`src/include/afs_pkg.sv`:
```
package afs_pkg;

	// ----------------------------------------------------------------
	// Register map
	// ----------------------------------------------------------------
	localparam logic [7:0] ADDR_FILTER = 8'h17;
	localparam logic [7:0] ADDR_STAMP  = 8'h18;
	localparam logic [7:0] ADDR_TIMER  = 8'h19;
	localparam logic [7:0] ADDR_TS0    = 8'h40;
	localparam logic [7:0] ADDR_TS3    = 8'h43;

	// ----------------------------------------------------------------
	// Reset values and writable masks
	// ----------------------------------------------------------------
	localparam logic [7:0] RST_FILTER  = 8'h00;
	localparam logic [7:0] RST_STAMP   = 8'hE0;
	localparam logic [7:0] RST_TIMER   = 8'h00;
	localparam logic [7:0] MASK_FILTER = 8'hFD;
	localparam logic [7:0] MASK_STAMP  = 8'hFE;
	localparam logic [7:0] MASK_TIMER  = 8'h20;

	// ----------------------------------------------------------------
	// Field positions
	// ----------------------------------------------------------------
	localparam int CUTOFF_LSB   = 5;
	localparam int HP_REF_BIT   = 4;
	localparam int QSETTLE_BIT  = 3;
	localparam int HP_SEL_BIT   = 2;
	localparam int ORIENT_BIT   = 0;
	localparam int STAMP_X_BIT  = 7;
	localparam int STAMP_Y_BIT  = 6;
	localparam int STAMP_Z_BIT  = 5;
	localparam int STAMP_SEL_BIT = 4;
	localparam int STAMP_EXT_BIT = 3;
	localparam int STAMP_POL_BIT = 2;
	localparam int PROT_OFF_BIT = 1;
	localparam int TS_EN_BIT    = 5;

	// ----------------------------------------------------------------
	// Bandwidth codes: divisor of the output data rate
	// ----------------------------------------------------------------
	localparam logic [9:0] BW_DIV_HALF = 10'h002;

	typedef enum logic [1:0] {
		AFS_PATH_LP1,
		AFS_PATH_LP2,
		AFS_PATH_SLOPE,
		AFS_PATH_HP
	} afs_path_t;

endpackage : afs_pkg

```
`src/design/afs_ctrl.sv`:
```
// Function
// - Three-bit cutoff code sets second low-pass or high-pass bandwidth.
// - Low-pass path: ODR/2 when off, else codes give ODR/4 to ODR/800.
// - High-pass path selected: code 000 slope at ODR/4, others high-pass.
// - Reference mode acts only with high-pass path; resets to 0.
// - Quick settle acts only when leaving power-down; resets to 0.
// - Orientation source: 0 ODR/2 data, 1 second low-pass output.
// - First low-pass: ODR/2 high-performance, 780 Hz fixed otherwise.
// - Per-axis stamp bits, reset 1, replace axis LSB with pin active state.
// - Sensor select: 0 stamps gyroscope axes, 1 accelerometer axes.
// - Accelerometer extension enables stamping on accelerometer too.
// - Polarity bit: 0 pin active low, 1 active high.
// - Protocol-disable bit turns off only I3C when set; default 0.
// - Timestamp enable starts counter, read as bytes 40h to 43h.
`timescale 1ns/1ps
`default_nettype none

module afs_ctrl (
	input  wire logic        sys_clk,
	input  wire logic        rst,
	input  wire logic        wr_en,
	input  wire logic        rd_en,
	input  wire logic [7:0]  addr,
	input  wire logic [7:0]  wr_data,
	output logic      [7:0]  rd_data,
	input  wire logic        sample_tick,
	input  wire logic        high_perf_mode,
	input  wire logic        leaving_power_down,
	input  wire logic        data_enable_pin,
	input  wire logic [15:0] gyro_x,
	input  wire logic [15:0] gyro_y,
	input  wire logic [15:0] gyro_z,
	input  wire logic [15:0] accel_x,
	input  wire logic [15:0] accel_y,
	input  wire logic [15:0] accel_z,
	output logic      [15:0] gyro_x_out,
	output logic      [15:0] gyro_y_out,
	output logic      [15:0] gyro_z_out,
	output logic      [15:0] accel_x_out,
	output logic      [15:0] accel_y_out,
	output logic      [15:0] accel_z_out,
	output logic      [1:0]  filter_path,
	output logic      [9:0]  bandwidth_divisor,
	output logic             first_lowpass_fixed,
	output logic             highpass_reference_on,
	output logic             quick_settle_on,
	output logic             orientation_source_select,
	output logic             i3c_off,
	output logic             time_count_on,
	output logic      [31:0] time_count
);

	// ----------------------------------------------------------------
	// Helpers
	// ----------------------------------------------------------------
	function automatic logic [9:0] cutoff_div(input logic [2:0] code);
		case (code)
			3'h0:    cutoff_div = 10'h004;
			3'h1:    cutoff_div = 10'h00A;
			3'h2:    cutoff_div = 10'h014;
			3'h3:    cutoff_div = 10'h02D;
			3'h4:    cutoff_div = 10'h064;
			3'h5:    cutoff_div = 10'h0C8;
			3'h6:    cutoff_div = 10'h190;
			default: cutoff_div = 10'h320;
		endcase
	endfunction : cutoff_div

	function automatic logic [15:0] stamp(input logic [15:0] w,
		input logic on, input logic lvl);
		stamp = on ? {w[15:1], lvl} : w;
	endfunction : stamp

	// ----------------------------------------------------------------
	// Register file
	// ----------------------------------------------------------------
	logic [7:0] filter_reg;
	logic [7:0] stamp_reg;
	logic [7:0] timer_reg;
	logic [2:0] cutoff;
	logic       second_lowpass_on;
	logic       hp_sel;
	logic       pin_active;
	logic       gyro_stamp;
	logic       accel_stamp;
	afs_pkg::afs_path_t path;

	// Reserved bits are masked on write so stray host writes are harmless
	always_ff @(posedge sys_clk) begin
		if (rst) begin
			filter_reg <= afs_pkg::RST_FILTER;
		end else if (wr_en && addr == afs_pkg::ADDR_FILTER) begin
			filter_reg <= wr_data & afs_pkg::MASK_FILTER;
		end
	end

	always_ff @(posedge sys_clk) begin
		if (rst) begin
			stamp_reg <= afs_pkg::RST_STAMP;
		end else if (wr_en && addr == afs_pkg::ADDR_STAMP) begin
			stamp_reg <= wr_data & afs_pkg::MASK_STAMP;
		end
	end

	always_ff @(posedge sys_clk) begin
		if (rst) begin
			timer_reg <= afs_pkg::RST_TIMER;
		end else if (wr_en && addr == afs_pkg::ADDR_TIMER) begin
			timer_reg <= wr_data & afs_pkg::MASK_TIMER;
		end
	end

	// ----------------------------------------------------------------
	// Timestamp counter
	// ----------------------------------------------------------------
	always_ff @(posedge sys_clk) begin
		if (rst) begin
			time_count <= 32'h0000_0000;
		end else if (timer_reg[afs_pkg::TS_EN_BIT]) begin
			time_count <= time_count + 32'h0000_0001;
		end
	end

	// ----------------------------------------------------------------
	// Read port
	// ----------------------------------------------------------------
	always_ff @(posedge sys_clk) begin
		if (rst) begin
			rd_data <= 8'h00;
		end else if (rd_en) begin
			case (addr)
				afs_pkg::ADDR_FILTER: rd_data <= filter_reg;
				afs_pkg::ADDR_STAMP:  rd_data <= stamp_reg;
				afs_pkg::ADDR_TIMER:  rd_data <= timer_reg;
				afs_pkg::ADDR_TS0:    rd_data <= time_count[7:0];
				afs_pkg::ADDR_TS0 + 8'h01: rd_data <= time_count[15:8];
				afs_pkg::ADDR_TS0 + 8'h02: rd_data <= time_count[23:16];
				afs_pkg::ADDR_TS3:    rd_data <= time_count[31:24];
				default:              rd_data <= 8'h00;
			endcase
		end
	end

	// ----------------------------------------------------------------
	// Filter selection
	// ----------------------------------------------------------------
	// Second low-pass enable lives in another register; held on here
	// so the cutoff code always steers the low-pass path.
	assign second_lowpass_on = 1'b1;
	assign cutoff = filter_reg[afs_pkg::CUTOFF_LSB +: 3];
	assign hp_sel = filter_reg[afs_pkg::HP_SEL_BIT];

	always_comb begin
		if (hp_sel)
			path = (cutoff == 3'h0) ? afs_pkg::AFS_PATH_SLOPE :
				afs_pkg::AFS_PATH_HP;
		else if (second_lowpass_on)
			path = afs_pkg::AFS_PATH_LP2;
		else
			path = afs_pkg::AFS_PATH_LP1;
	end

	// ----------------------------------------------------------------
	// Filter outputs
	// ----------------------------------------------------------------

	// Settings change only at sample boundaries to avoid mid-sample glitches
	always_ff @(posedge sys_clk) begin
		if (rst) begin
			filter_path <= 2'(afs_pkg::AFS_PATH_LP1);
		end else if (sample_tick) begin
			filter_path <= 2'(path);
		end
	end

	always_ff @(posedge sys_clk) begin
		if (rst) begin
			bandwidth_divisor <= afs_pkg::BW_DIV_HALF;
		end else if (sample_tick) begin
			bandwidth_divisor <= (path == afs_pkg::AFS_PATH_LP1) ?
				afs_pkg::BW_DIV_HALF : cutoff_div(cutoff);
		end
	end

	always_ff @(posedge sys_clk) begin
		if (rst) begin
			highpass_reference_on <= 1'b0;
		end else if (sample_tick) begin
			highpass_reference_on <=
				filter_reg[afs_pkg::HP_REF_BIT] & hp_sel;
		end
	end

	always_ff @(posedge sys_clk) begin
		if (rst) begin
			quick_settle_on <= 1'b0;
		end else if (sample_tick) begin
			quick_settle_on <=
				filter_reg[afs_pkg::QSETTLE_BIT] & leaving_power_down;
		end
	end

	always_ff @(posedge sys_clk) begin
		if (rst) begin
			orientation_source_select <= 1'b0;
		end else if (sample_tick) begin
			orientation_source_select <=
				filter_reg[afs_pkg::ORIENT_BIT];
		end
	end

	always_ff @(posedge sys_clk) begin
		if (rst) begin
			first_lowpass_fixed <= 1'b0;
		end else if (sample_tick) begin
			first_lowpass_fixed <= ~high_perf_mode;
		end
	end

	// ----------------------------------------------------------------
	// Data-enable stamping
	// ----------------------------------------------------------------
	assign pin_active = data_enable_pin ~^
		stamp_reg[afs_pkg::STAMP_POL_BIT];
	assign gyro_stamp = ~stamp_reg[afs_pkg::STAMP_SEL_BIT];
	assign accel_stamp = stamp_reg[afs_pkg::STAMP_SEL_BIT] |
		stamp_reg[afs_pkg::STAMP_EXT_BIT];

	always_ff @(posedge sys_clk) begin
		if (rst) begin
			gyro_x_out <= 16'h0000;
		end else if (sample_tick) begin
			gyro_x_out <= stamp(gyro_x,
				gyro_stamp & stamp_reg[afs_pkg::STAMP_X_BIT], pin_active);
		end
	end

	always_ff @(posedge sys_clk) begin
		if (rst) begin
			gyro_y_out <= 16'h0000;
		end else if (sample_tick) begin
			gyro_y_out <= stamp(gyro_y,
				gyro_stamp & stamp_reg[afs_pkg::STAMP_Y_BIT], pin_active);
		end
	end

	always_ff @(posedge sys_clk) begin
		if (rst) begin
			gyro_z_out <= 16'h0000;
		end else if (sample_tick) begin
			gyro_z_out <= stamp(gyro_z,
				gyro_stamp & stamp_reg[afs_pkg::STAMP_Z_BIT], pin_active);
		end
	end

	always_ff @(posedge sys_clk) begin
		if (rst) begin
			accel_x_out <= 16'h0000;
		end else if (sample_tick) begin
			accel_x_out <= stamp(accel_x,
				accel_stamp & stamp_reg[afs_pkg::STAMP_X_BIT], pin_active);
		end
	end

	always_ff @(posedge sys_clk) begin
		if (rst) begin
			accel_y_out <= 16'h0000;
		end else if (sample_tick) begin
			accel_y_out <= stamp(accel_y,
				accel_stamp & stamp_reg[afs_pkg::STAMP_Y_BIT], pin_active);
		end
	end

	always_ff @(posedge sys_clk) begin
		if (rst) begin
			accel_z_out <= 16'h0000;
		end else if (sample_tick) begin
			accel_z_out <= stamp(accel_z,
				accel_stamp & stamp_reg[afs_pkg::STAMP_Z_BIT], pin_active);
		end
	end

	// ----------------------------------------------------------------
	// Protocol and timer status
	// ----------------------------------------------------------------
	always_ff @(posedge sys_clk) begin
		if (rst) begin
			i3c_off <= 1'b0;
		end else begin
			i3c_off <= stamp_reg[afs_pkg::PROT_OFF_BIT];
		end
	end

	always_ff @(posedge sys_clk) begin
		if (rst) begin
			time_count_on <= 1'b0;
		end else begin
			time_count_on <= timer_reg[afs_pkg::TS_EN_BIT];
		end
	end

endmodule : afs_ctrl
`default_nettype wire

```
`config.mk`:
```
export PLATFORM = sky130hd
export DESIGN_NAME = afs_ctrl
export DESIGN_NICKNAME = d
export VERILOG_FILES = /design/src/include/afs_pkg.sv /design/src/design/afs_ctrl.sv
export SDC_FILE = /design/constraint.sdc
export NUM_CORES = 1
export LEC_CHECK = 0
export BUFFER_PORTS_ARGS = -buffer_cell sky130_fd_sc_hd__buf_4
export CORE_MARGIN = 2
export CORE_UTILIZATION = 42
export DETAILED_ROUTE_END_ITERATION = 10
export PLACE_DENSITY = 0.71
export SLEW_MARGIN = 40
export SYNTH_ARGS = -nofsm -noshare
export SYNTH_HDL_FRONTEND = slang
export SYNTH_SLANG_ARGS = --single-unit
export TNS_END_PERCENT = 50
```
`constraint.sdc`:
```
create_clock -name sys_clk -period 4.6 [get_ports sys_clk]
set_clock_uncertainty 0.1 [all_clocks]
set_input_delay 0.92 -clock sys_clk [delete_from_list [all_inputs] [get_ports sys_clk]]
set_output_delay 0.92 -clock sys_clk [all_outputs]
set_load 0.1 [all_outputs]
```
==> flow_summary.toml, run 1 <==
[sta]
drv_slew = 0
setup_tns_ns = 0
setup_viol = 0
hold_viol = 0
finalCritPeriodShare_pct = 54.10
worstMarginPinSlew_ns = 0.7848
period_needed_ns = 2.489
grt_setup_unrepaired = "no"
fmax_ghz = 0.4018
relSlewSlack_pct = 47.68

[clock_network]
h-tree-depth = 4
ctsResizeCount = 0
cts_tree = "built"
cts_setup_buffers = 0
clk-insertion-delay-late_ns = 0.42
cts_sinks = 169
root_buffer = "clkbuf_16"
cts_made_buffers = 17
clk_pin_slew_ns = 0.06
clockBufferDepth = 2
cts_hold_buffers = 0

[floorplan]
coreArea_mm2 = 0.01583
start_util_pct = 42.74
placementRows = 46
die_x_um = 130.9
dieHeight_um = 130.9
dieArea_mm2 = 0.01714
io_pins = 274

[placed_design]
place_hpwl_mm = 12.95
io_buffers = 273
place.gp.congestion = 0.8287
placed_area_mm2 = 0.008926

[power]
p_clk_share_pct = 38.8
swShare_pct = 31.34
power.internal_mw = 2.524
combPwrFrac_pct = 19.2
leakagePower_nw = 4.271
p_seq_share_pct = 42.0
power_switching_mw = 1.152
pwr_density_cell_mw_per_mm2 = 386.6
peakVddDrop_mv = 0.2467

[detailed_routing]
wirelength_mm = 18.26
top_layer_used = "met4"
wl_met1_mm = 7.823
drcViolationCount = 0
vias = 5906
via_per_inst = 5.009
detail_route.first_pass.iterations = 6
wl_met3_mm = 1.412
drtIter0Drc = 304
ant_nets = 0
met2_length_mm = 8.667
post_drt_wl_per_cell_um = 15.48

[grt]
grt_overflow = 0
grt_pass1_vias = 5484
grt_pass1_wl_mm = 27.59
track_usage_pct = 20.55
grt_max_degree = 80
antenna_found_initial = 0

[cells_and_area]
drive_above_1_share_pct = 33.75
final_area_mm2 = 0.009509
antenna_cells = 0
area_delta_synth_final_pct = 40.58
largest_register_ffs = 32
final_nets = 1072
nFillCells = 1399
largest-register = "time_count"

[worst_setup_path]
path_max_fanout = 13
critPathRequiredTime_ns = 4.81
worstPathCellList = "buf_4 -> or4b_4 -> nor4_4 -> nand2_4 -> a211o_1"
crit_path_end_kind = "register"
critical_path_class = "in2reg"
crit_slowest_cell = "nor4_4"
rrSetupSlack_ns = 2.30
crit_arrival_ns = 2.70
rr_startpoint = "time_count[6]$_SDFFE_PP0P_"
rr_worst_depth = 5
r2r_end = "time_count[29]$_SDFFE_PP0P_"
critPathMaxStageDelay_ns = 0.64
start_kind = "input port"

[synth]
synth_area_leaders = "dfxtp_1, mux2i_1, nor2_1"
synth_edf_count = 0
yosysTopAreaCell = "dfxtp_1"
async_flop_share_pct = 0
synth_area_mm2 = 0.006764
yosysWarnings = 0
synth.distinct_cells = 45
netlist_instances = 702
synth_ff_type = "dfxtp_1"
netlist.area_leader.share_pct = 50.02
synth_nets = 823
ys_seq_area_share_pct = 50.02
syn_area_per_cell_um2 = 9.635
ys_seq_elements = 169

[status]
outcome = "completed"

[min_path]
hp-class = "reg2reg"
min-delay-start = "bandwidth_divisor[7]$_SDFFE_PP0P_"
min_to = "bandwidth_divisor[7]$_SDFFE_PP0P_"
hold_path_depth = 2

[flow_run]
cap_violations = 0
power by group through the flow:
| stage | clock (mW) | combinational (mW) | sequential, mW |
|---|---|---|---|
| final | 1.42 | 0.707 | 1.54 |
| after global routing | 1.51 | 0.737 | 1.55 |
| after CTS | 1.45 | 0.711 | 1.54 |
| after detailed placement | 0 | 0.710 | 1.58 |
| after global placement | 0 | 0.706 | 1.58 |
| after floorplan | 0 | 0.131 | 1.96 |
placed cells by master (no fill, tap or decap), types with 2 or more instances in the layout:
master	instances
clkbuf_8	2
a222oi_1	5
nor2b_1	6
xnor2_1	22
nand4_1	8
mux2i_1	100
and3_1	5
clkbuf_16	17
clkinvlp_4	3
a211oi_1	8
buf_4	276
xor2_1	9
bufinv_16	2
nor2_1	143
mux2_2	2
dfxtp_1	169
a22o_1	3
a211o_1	3
nor4_1	12
nand2b_1	2
clkinv_2	3
nand3_1	32
inv_1	12
nor3_1	8
nand2_1	40
inv_6	5
a21oi_1	26
mux4_2	7
o32ai_1	6
o21ai_0	5
and4_1	5
Yosys cell counts (9+ instances only):
cell      instances
a21oi_1          26
buf_2            13
clkbuf_1         30
dfxtp_1         169
inv_1            12
mux2i_1         100
nand2_1          40
nand3_1          32
nor2_1          143
nor4_1           12
xnor2_1          22
xor2_1            9
layout make-up:
type	count	area [µm²]	share of cell area (%)
Tap cell	216	270.3	2.842
Timing Repair Buffer	278	2106	22.14
Multi-Input combinational cell	473	3124	32.86
Inverter	12	45.04	0.4737
Clock inverter	13	141.4	1.487
Sequential cell	169	3383	35.58
Clock buffer	18	439.2	4.618
per-layer routing:
metal	vias to the layer above	GRT usage, %
li1	2925	-
met1	2741	26.75
met2	211	32.51
met3	29	5.456
met4	0	8.448
met5	-	0
critical path: cells and delay by family:
family	cells	cell delay, ns
AND/OR/NAND/NOR	3	1.35
buffers and inverters	1	0.11
AO/OA/AOI/OAI	1	0.31
worst max-delay path by stage:
stage	start	endpoint	slack, ns	depth (start not counted)
after global routing	addr[5]	stamp_reg[6]$_SDFFE_PP1P_	2.04	5
final	addr[5]	stamp_reg[6]$_SDFFE_PP1P_	2.11	5
after detailed placement	addr[5]	stamp_reg[6]$_SDFFE_PP1P_	1.66	5
after CTS	addr[5]	stamp_reg[6]$_SDFFE_PP1P_	2.12	5
after floorplan	time_count[0]$_SDFFE_PP0P_	time_count[24]$_SDFFE_PP0P_	2.03	6
after global placement	addr[5]	stamp_reg[6]$_SDFFE_PP1P_	1.68	5
cells by family after synthesis:
| logic type | share of synthesized area [%] |
|---|---|
| multiplexers | 17.46 |
| AND/OR/NAND/NOR | 18.44 |
| adder cells (fa/ha/maj) | 0.1850 |
| buffers and inverters | 3.792 |
| XOR/XNOR | 4.014 |
| flip-flops | 50.02 |
| AO/OA/AOI/OAI | 6.086 |
per-stage QoR:
step	total power [mW]	hold slack, ns	std cells	worst slack [ns]	util [%]
5_1_grt	3.796	0.3840	1179	2.038	60.08
4_1_cts	3.708	0.3649	1179	2.119	60.06
3_3_place_gp	2.281	0.3505	1148	1.680	56.40
3_5_place_dp	2.287	0.3564	1148	1.665	56.40
2_1_floorplan	2.092	0.3450	702	2.033	-
6_report	3.676	0.3653	1179	2.111	60.08
(Power assumes the default switching activity.)
==> inputs of run 2 (changes only) <==
Clock period 4.6 ns to 2.4 ns, I/O delays scaled along.
==> run 2 against run 1 <==
Against the previous run: first-iteration DRC count up 6.6%; sequential power is 92% higher; die area did not move; register-to-register slack lost 2.0 ns; global-route usage fell by 0.33 points; sequential cell count is the same; sequential share of layout area shrank 0.46 points; critical path depth is 1 higher; worst setup slack worse by 1.8 ns; final area is 1.7% higher; clock power up 89%; non-clock buffer count grew 15; critical endpoint is now time_count[20]$_SDFFE_PP0P_; largest power group unchanged.
==> flow_summary.toml, run 2 (synthesized netlist as in run 1, its figures left out) <==
[grt]
grt_max_degree = 65
antenna_found_initial = 0
grt_pass1_vias = 5261
grt_overflow = 0
grt_pass1_wl_mm = 27.04
track_usage_pct = 20.22

[clock_network]
clk_pin_slew_ns = 0.07
h-tree-depth = 4
root_buffer = "clkbuf_16"
cts_made_buffers = 17
clk-insertion-delay-late_ns = 0.43
clockBufferDepth = 2
cts_tree = "built"
cts_hold_buffers = 0
ctsResizeCount = 0
cts_sinks = 169
cts_setup_buffers = 0

[sta]
setup_tns_ns = 0
relSlewSlack_pct = 65.35
finalCritPeriodShare_pct = 85.93
hold_viol = 0
grt_setup_unrepaired = "no"
whs_ns = 0.1310
period_needed_ns = 2.062
drv_slew = 0
setup_viol = 0
worstMarginPinSlew_ns = 0.5190
fmax_ghz = 0.4849

[detailed_routing]
drcViolationCount = 0
post_drt_wl_per_cell_um = 15.46
wirelength_mm = 18.47
ant_nets = 0
via_per_inst = 4.983
vias = 5955
detail_route.first_pass.iterations = 5
drtIter0Drc = 324

[worst_setup_path]
r2r_end = "time_count[20]$_SDFFE_PP0P_"
rrSetupSlack_ns = 0.34
critPathRequiredTime_ns = 2.62
critPathTopFamily = "simple AND/OR/NAND/NOR gates"
crit_arrival_ns = 2.28
rr_startpoint = "time_count[0]$_SDFFE_PP0P_"
endpoint = "time_count[20]$_SDFFE_PP0P_"
critPathLaunch = "time_count[0]$_SDFFE_PP0P_"
critPathMaxStageDelay_ns = 0.45
path_max_fanout = 10
crit_slowest_cell = "nor4_1"
critical_path_class = "reg2reg"
cp.depth = 6
rr_worst_depth = 6
crit_path_end_kind = "register"
path_buf_inv = 0
worstPathCellList = "ha_1 -> and3_1 -> nand3_1 -> nor4_1 -> xnor2_1 -> nor2_1"
start_kind = "register"

[cells_and_area]
largest-register = "time_count"
layout_common_cells = "buf_4, dfxtp_1, nor2_1, mux2i_1, nand2_1"
utilization_pct = 61.10
layout_commonest_cell = "buf_4"
drive_above_1_share_pct = 35.75
antenna_cells = 0
largest_register_ffs = 32
area_delta_synth_final_pct = 42.97
nFillCells = 1391
regArea_mm2 = 0.003396
instances_no_fill = 1195
final_nets = 1087
multi_input_area_mm2 = 0.003124

[min_path]
min-delay-start = "high_perf_mode"
hp-class = "in2reg"

[placed_design]
place.gp.congestion = 0.8595
place_hpwl_mm = 13.32
placedCellCount = 1163
io_buffers = 273

[floorplan]
placementRows = 46
die_x_um = 130.9
io_pins = 274
coreArea_mm2 = 0.01583
dieHeight_um = 130.9
dieArea_mm2 = 0.01714
start_util_pct = 42.74

[flow_run]
cap_violations = 0

[status]
outcome = "completed"

[power]
pwr_density_cell_mw_per_mm2 = 725.8
p_total_mw = 7.018
peakVddDrop_mv = 0.4569
leakagePower_nw = 4.366
## run 2: cell types whose count changed in the layout (fill, tap and decap cells not counted), sizes merged
cell	delta
buf	+16
bufinv	-1
clkbuf	+2
clkinv	+2
clkinvlp	-1
inv	-2
## run 2: per-layer routing
layer	vias up	global-route usage [%]	part of all wire (%)
li1	2951	-	-
met1	2770	26.72	44
met2	210	31.71	47
met3	24	5.578	7.6
met4	0	7.572	1.5
met5	-	0	0
## run 2: how the worst min path moves through the flow
| stage | end | slack (ns) | depth (start not counted) |
|---|---|---|---|
| after floorplan | stamp_reg[1]$_SDFFE_PP0P_ | 0.35 | 2 |
| after global placement | bandwidth_divisor[3]$_SDFFE_PP0P_ | 0.35 | 2 |
| after detailed placement | bandwidth_divisor[3]$_SDFFE_PP0P_ | 0.37 | 2 |
| after CTS | first_lowpass_fixed$_SDFFE_PP0P_ | 0.11 | 2 |
| after global routing | first_lowpass_fixed$_SDFFE_PP0P_ | 0.13 | 2 |
| final | first_lowpass_fixed$_SDFFE_PP0P_ | 0.13 | 2 |
## run 2: where the power goes
group | total, mW | switching [mW] | internal [mW]
registers | 2.96 | 0.0527 | 2.91
clock network | 2.69 | 1.16 | 1.53
logic | 1.37 | 0.993 | 0.375
## run 2: final cells by class
cell class                 count  share of cell area [%]
sequential                   169                   35.11
multi-input combinational    473                   32.31
timing repair buffer         293                   23.30
clock buffer                  21                   4.865
tap                          216                   2.795
clock inverter                11                   1.152
inverter                      12                  0.4658
## run 2: per-stage QoR
stage / cell area (µm²) / worst slack (ns)
final: 9671 / 0.3376
after floorplan: 6777 / -0.02395
after CTS: 9671 / 0.3756
after detailed placement: 9089 / 0.2503
after global placement: 9089 / 0.2630
after global routing: 9671 / 0.1441
==> inputs of run 3 (changes only) <==
Settings changed: RECOVER_POWER set to 50.
Clock period 2.4 ns to 2.2 ns, I/O delays scaled along.
==> run 3 against run 2 <==
Against the previous run: final cell count rose by 0.50%; die area did not move; global-route usage rose by 0.79 points; utilization shrank 0.17 points; clock-buffer cell count fell by 1.
==> flow_summary.toml, run 3 (synthesized netlist as in run 1, its figures left out) <==
[detailed_routing]
via_per_inst = 5.009
vias = 6016
post_drt_wl_per_cell_um = 15.74
ant_nets = 0
wirelength_mm = 18.91
drcViolationCount = 0
detail_route.first_pass.iterations = 6
drtIter0Drc = 404

[status]
outcome = "completed"

[cells_and_area]
largest-register = "time_count"
multi_input_area_mm2 = 0.003109
layout_commonest_cell = "buf_4"
antenna_cells = 0
area_delta_synth_final_pct = 42.56
final_nets = 1094
drive_above_1_share_pct = 36.85
nFillCells = 1386
regArea_mm2 = 0.003413
layout_common_cells = "buf_4, dfxtp_1, nor2_1, mux2i_1, nand2_1"
instances_no_fill = 1201
largest_register_ffs = 32

[floorplan]
die_x_um = 130.9
io_pins = 274
placementRows = 46
start_util_pct = 42.74
dieHeight_um = 130.9
coreArea_mm2 = 0.01583
dieArea_mm2 = 0.01714

[grt]
grt_overflow = 0
track_usage_pct = 21.00
grt_max_degree = 50
antenna_found_initial = 0
grt_pass1_wl_mm = 27.98
grt_pass1_vias = 5422

[clock_network]
cts_hold_buffers = 0
ctsResizeCount = 0
cts_setup_buffers = 0
cts_made_buffers = 17
clk_pin_slew_ns = 0.06
h-tree-depth = 4
root_buffer = "clkbuf_16"
clk-insertion-delay-late_ns = 0.42
cts_sinks = 169
cts_tree = "built"
clockBufferDepth = 2

[sta]
drv_slew = 0
grt_setup_unrepaired = "no"
relSlewSlack_pct = 30.93
postLayoutSetupSlackWorst_ns = 0.1735
fmax_ghz = 0.4935
setup_viol = 0
period_needed_ns = 2.027
finalCritPeriodShare_pct = 92.11
worstMarginPinSlew_ns = 1.036
hold_viol = 0

[power]
peakVddDrop_mv = 0.6504
p_total_mw = 7.957
pwr_density_cell_mw_per_mm2 = 825.2
leakagePower_nw = 4.376

[placed_design]
place_hpwl_mm = 13.67
pre_cts_slack_ns = 0.07470
io_buffers = 273
place.gp.congestion = 0.8516
placedCellCount = 1170

[worst_setup_path]
path_max_fanout = 5
r2r_end = "time_count[20]$_SDFFE_PP0P_"
critical_path_class = "in2reg"
rr_worst_depth = 6
crit_path_end_kind = "register"
crit_arrival_ns = 2.27
rr_startpoint = "time_count[15]$_SDFFE_PP0P_"
start_kind = "input port"
rrSetupSlack_ns = 0.21
critPathRequiredTime_ns = 2.45

[min_path]
min_to = "first_lowpass_fixed$_SDFFE_PP0P_"
min-delay-start = "high_perf_mode"
hp-class = "in2reg"
hold_path_depth = 2

[flow_run]
cap_violations = 0
-- run 3: power breakdown --
group | leakage [nW] | internal, mW | switching (mW)
registers | 1.40 | 3.17 | 0.0577
clock network | 0.311 | 2.04 | 1.22
logic | 2.67 | 0.382 | 1.08
-- run 3: layout make-up --
type | instances | share of cell area (%)
Clock buffer | 20 | 4.632
Clock inverter | 11 | 2.011
Inverter | 12 | 0.4671
Multi-Input combinational cell | 473 | 32.24
Sequential cell | 169 | 35.40
Tap cell | 216 | 2.803
Timing Repair Buffer | 300 | 22.45
-- run 3: stage by stage --
| step | cell area (µm²) | hold WS, ns | utilization (%) | TNS (ns) |
|---|---|---|---|---|
| 2_1_floorplan | 6794 | 0.3450 | - | -0.01289 |
| 3_3_place_gp | 9159 | 0.3480 | 57.87 | 0 |
| 4_1_cts | 9799 | 0.08248 | 61.91 | 0 |
| 3_5_place_dp | 9159 | 0.3571 | 57.87 | 0 |
| 6_report | 9643 | 0.09855 | 60.92 | 0 |
| 5_1_grt | 9643 | 0.07783 | 60.92 | 0 |
-- run 3: worst max-delay path by stage --
stage	start	endpoint	slack, ns	depth (start not counted)
detailed placement	addr[5]	rd_data[2]$_SDFFE_PP0P_	0.07	6
finish	addr[5]	rd_data[1]$_SDFFE_PP0P_	0.17	7
floorplan	time_count[25]$_SDFFE_PP0P_	time_count[29]$_SDFFE_PP0P_	-0.01	5
CTS	time_count[15]$_SDFFE_PP0P_	time_count[20]$_SDFFE_PP0P_	0.25	6
global placement	addr[5]	rd_data[6]$_SDFFE_PP0P_	0.09	6
global route	time_count[15]$_SDFFE_PP0P_	time_count[20]$_SDFFE_PP0P_	0.04	6
-- run 3: critical path, cell delays in order --
cell	delay [ns]
buf_4	0.11
or4b_4	0.56
nor4_1	0.62
buf_4	0.26
a22o_1	0.14
a21oi_1	0.06
nor2_1	0.08
-- run 3: per-layer routing --
layer	global-route usage, %	wire (µm)	vias to the layer above
met5	0	0	-
met4	5.257	132	0
met3	6.515	1486	14
met2	34.10	9157	221
met1	27.41	8132	2811
li1	-	-	2970
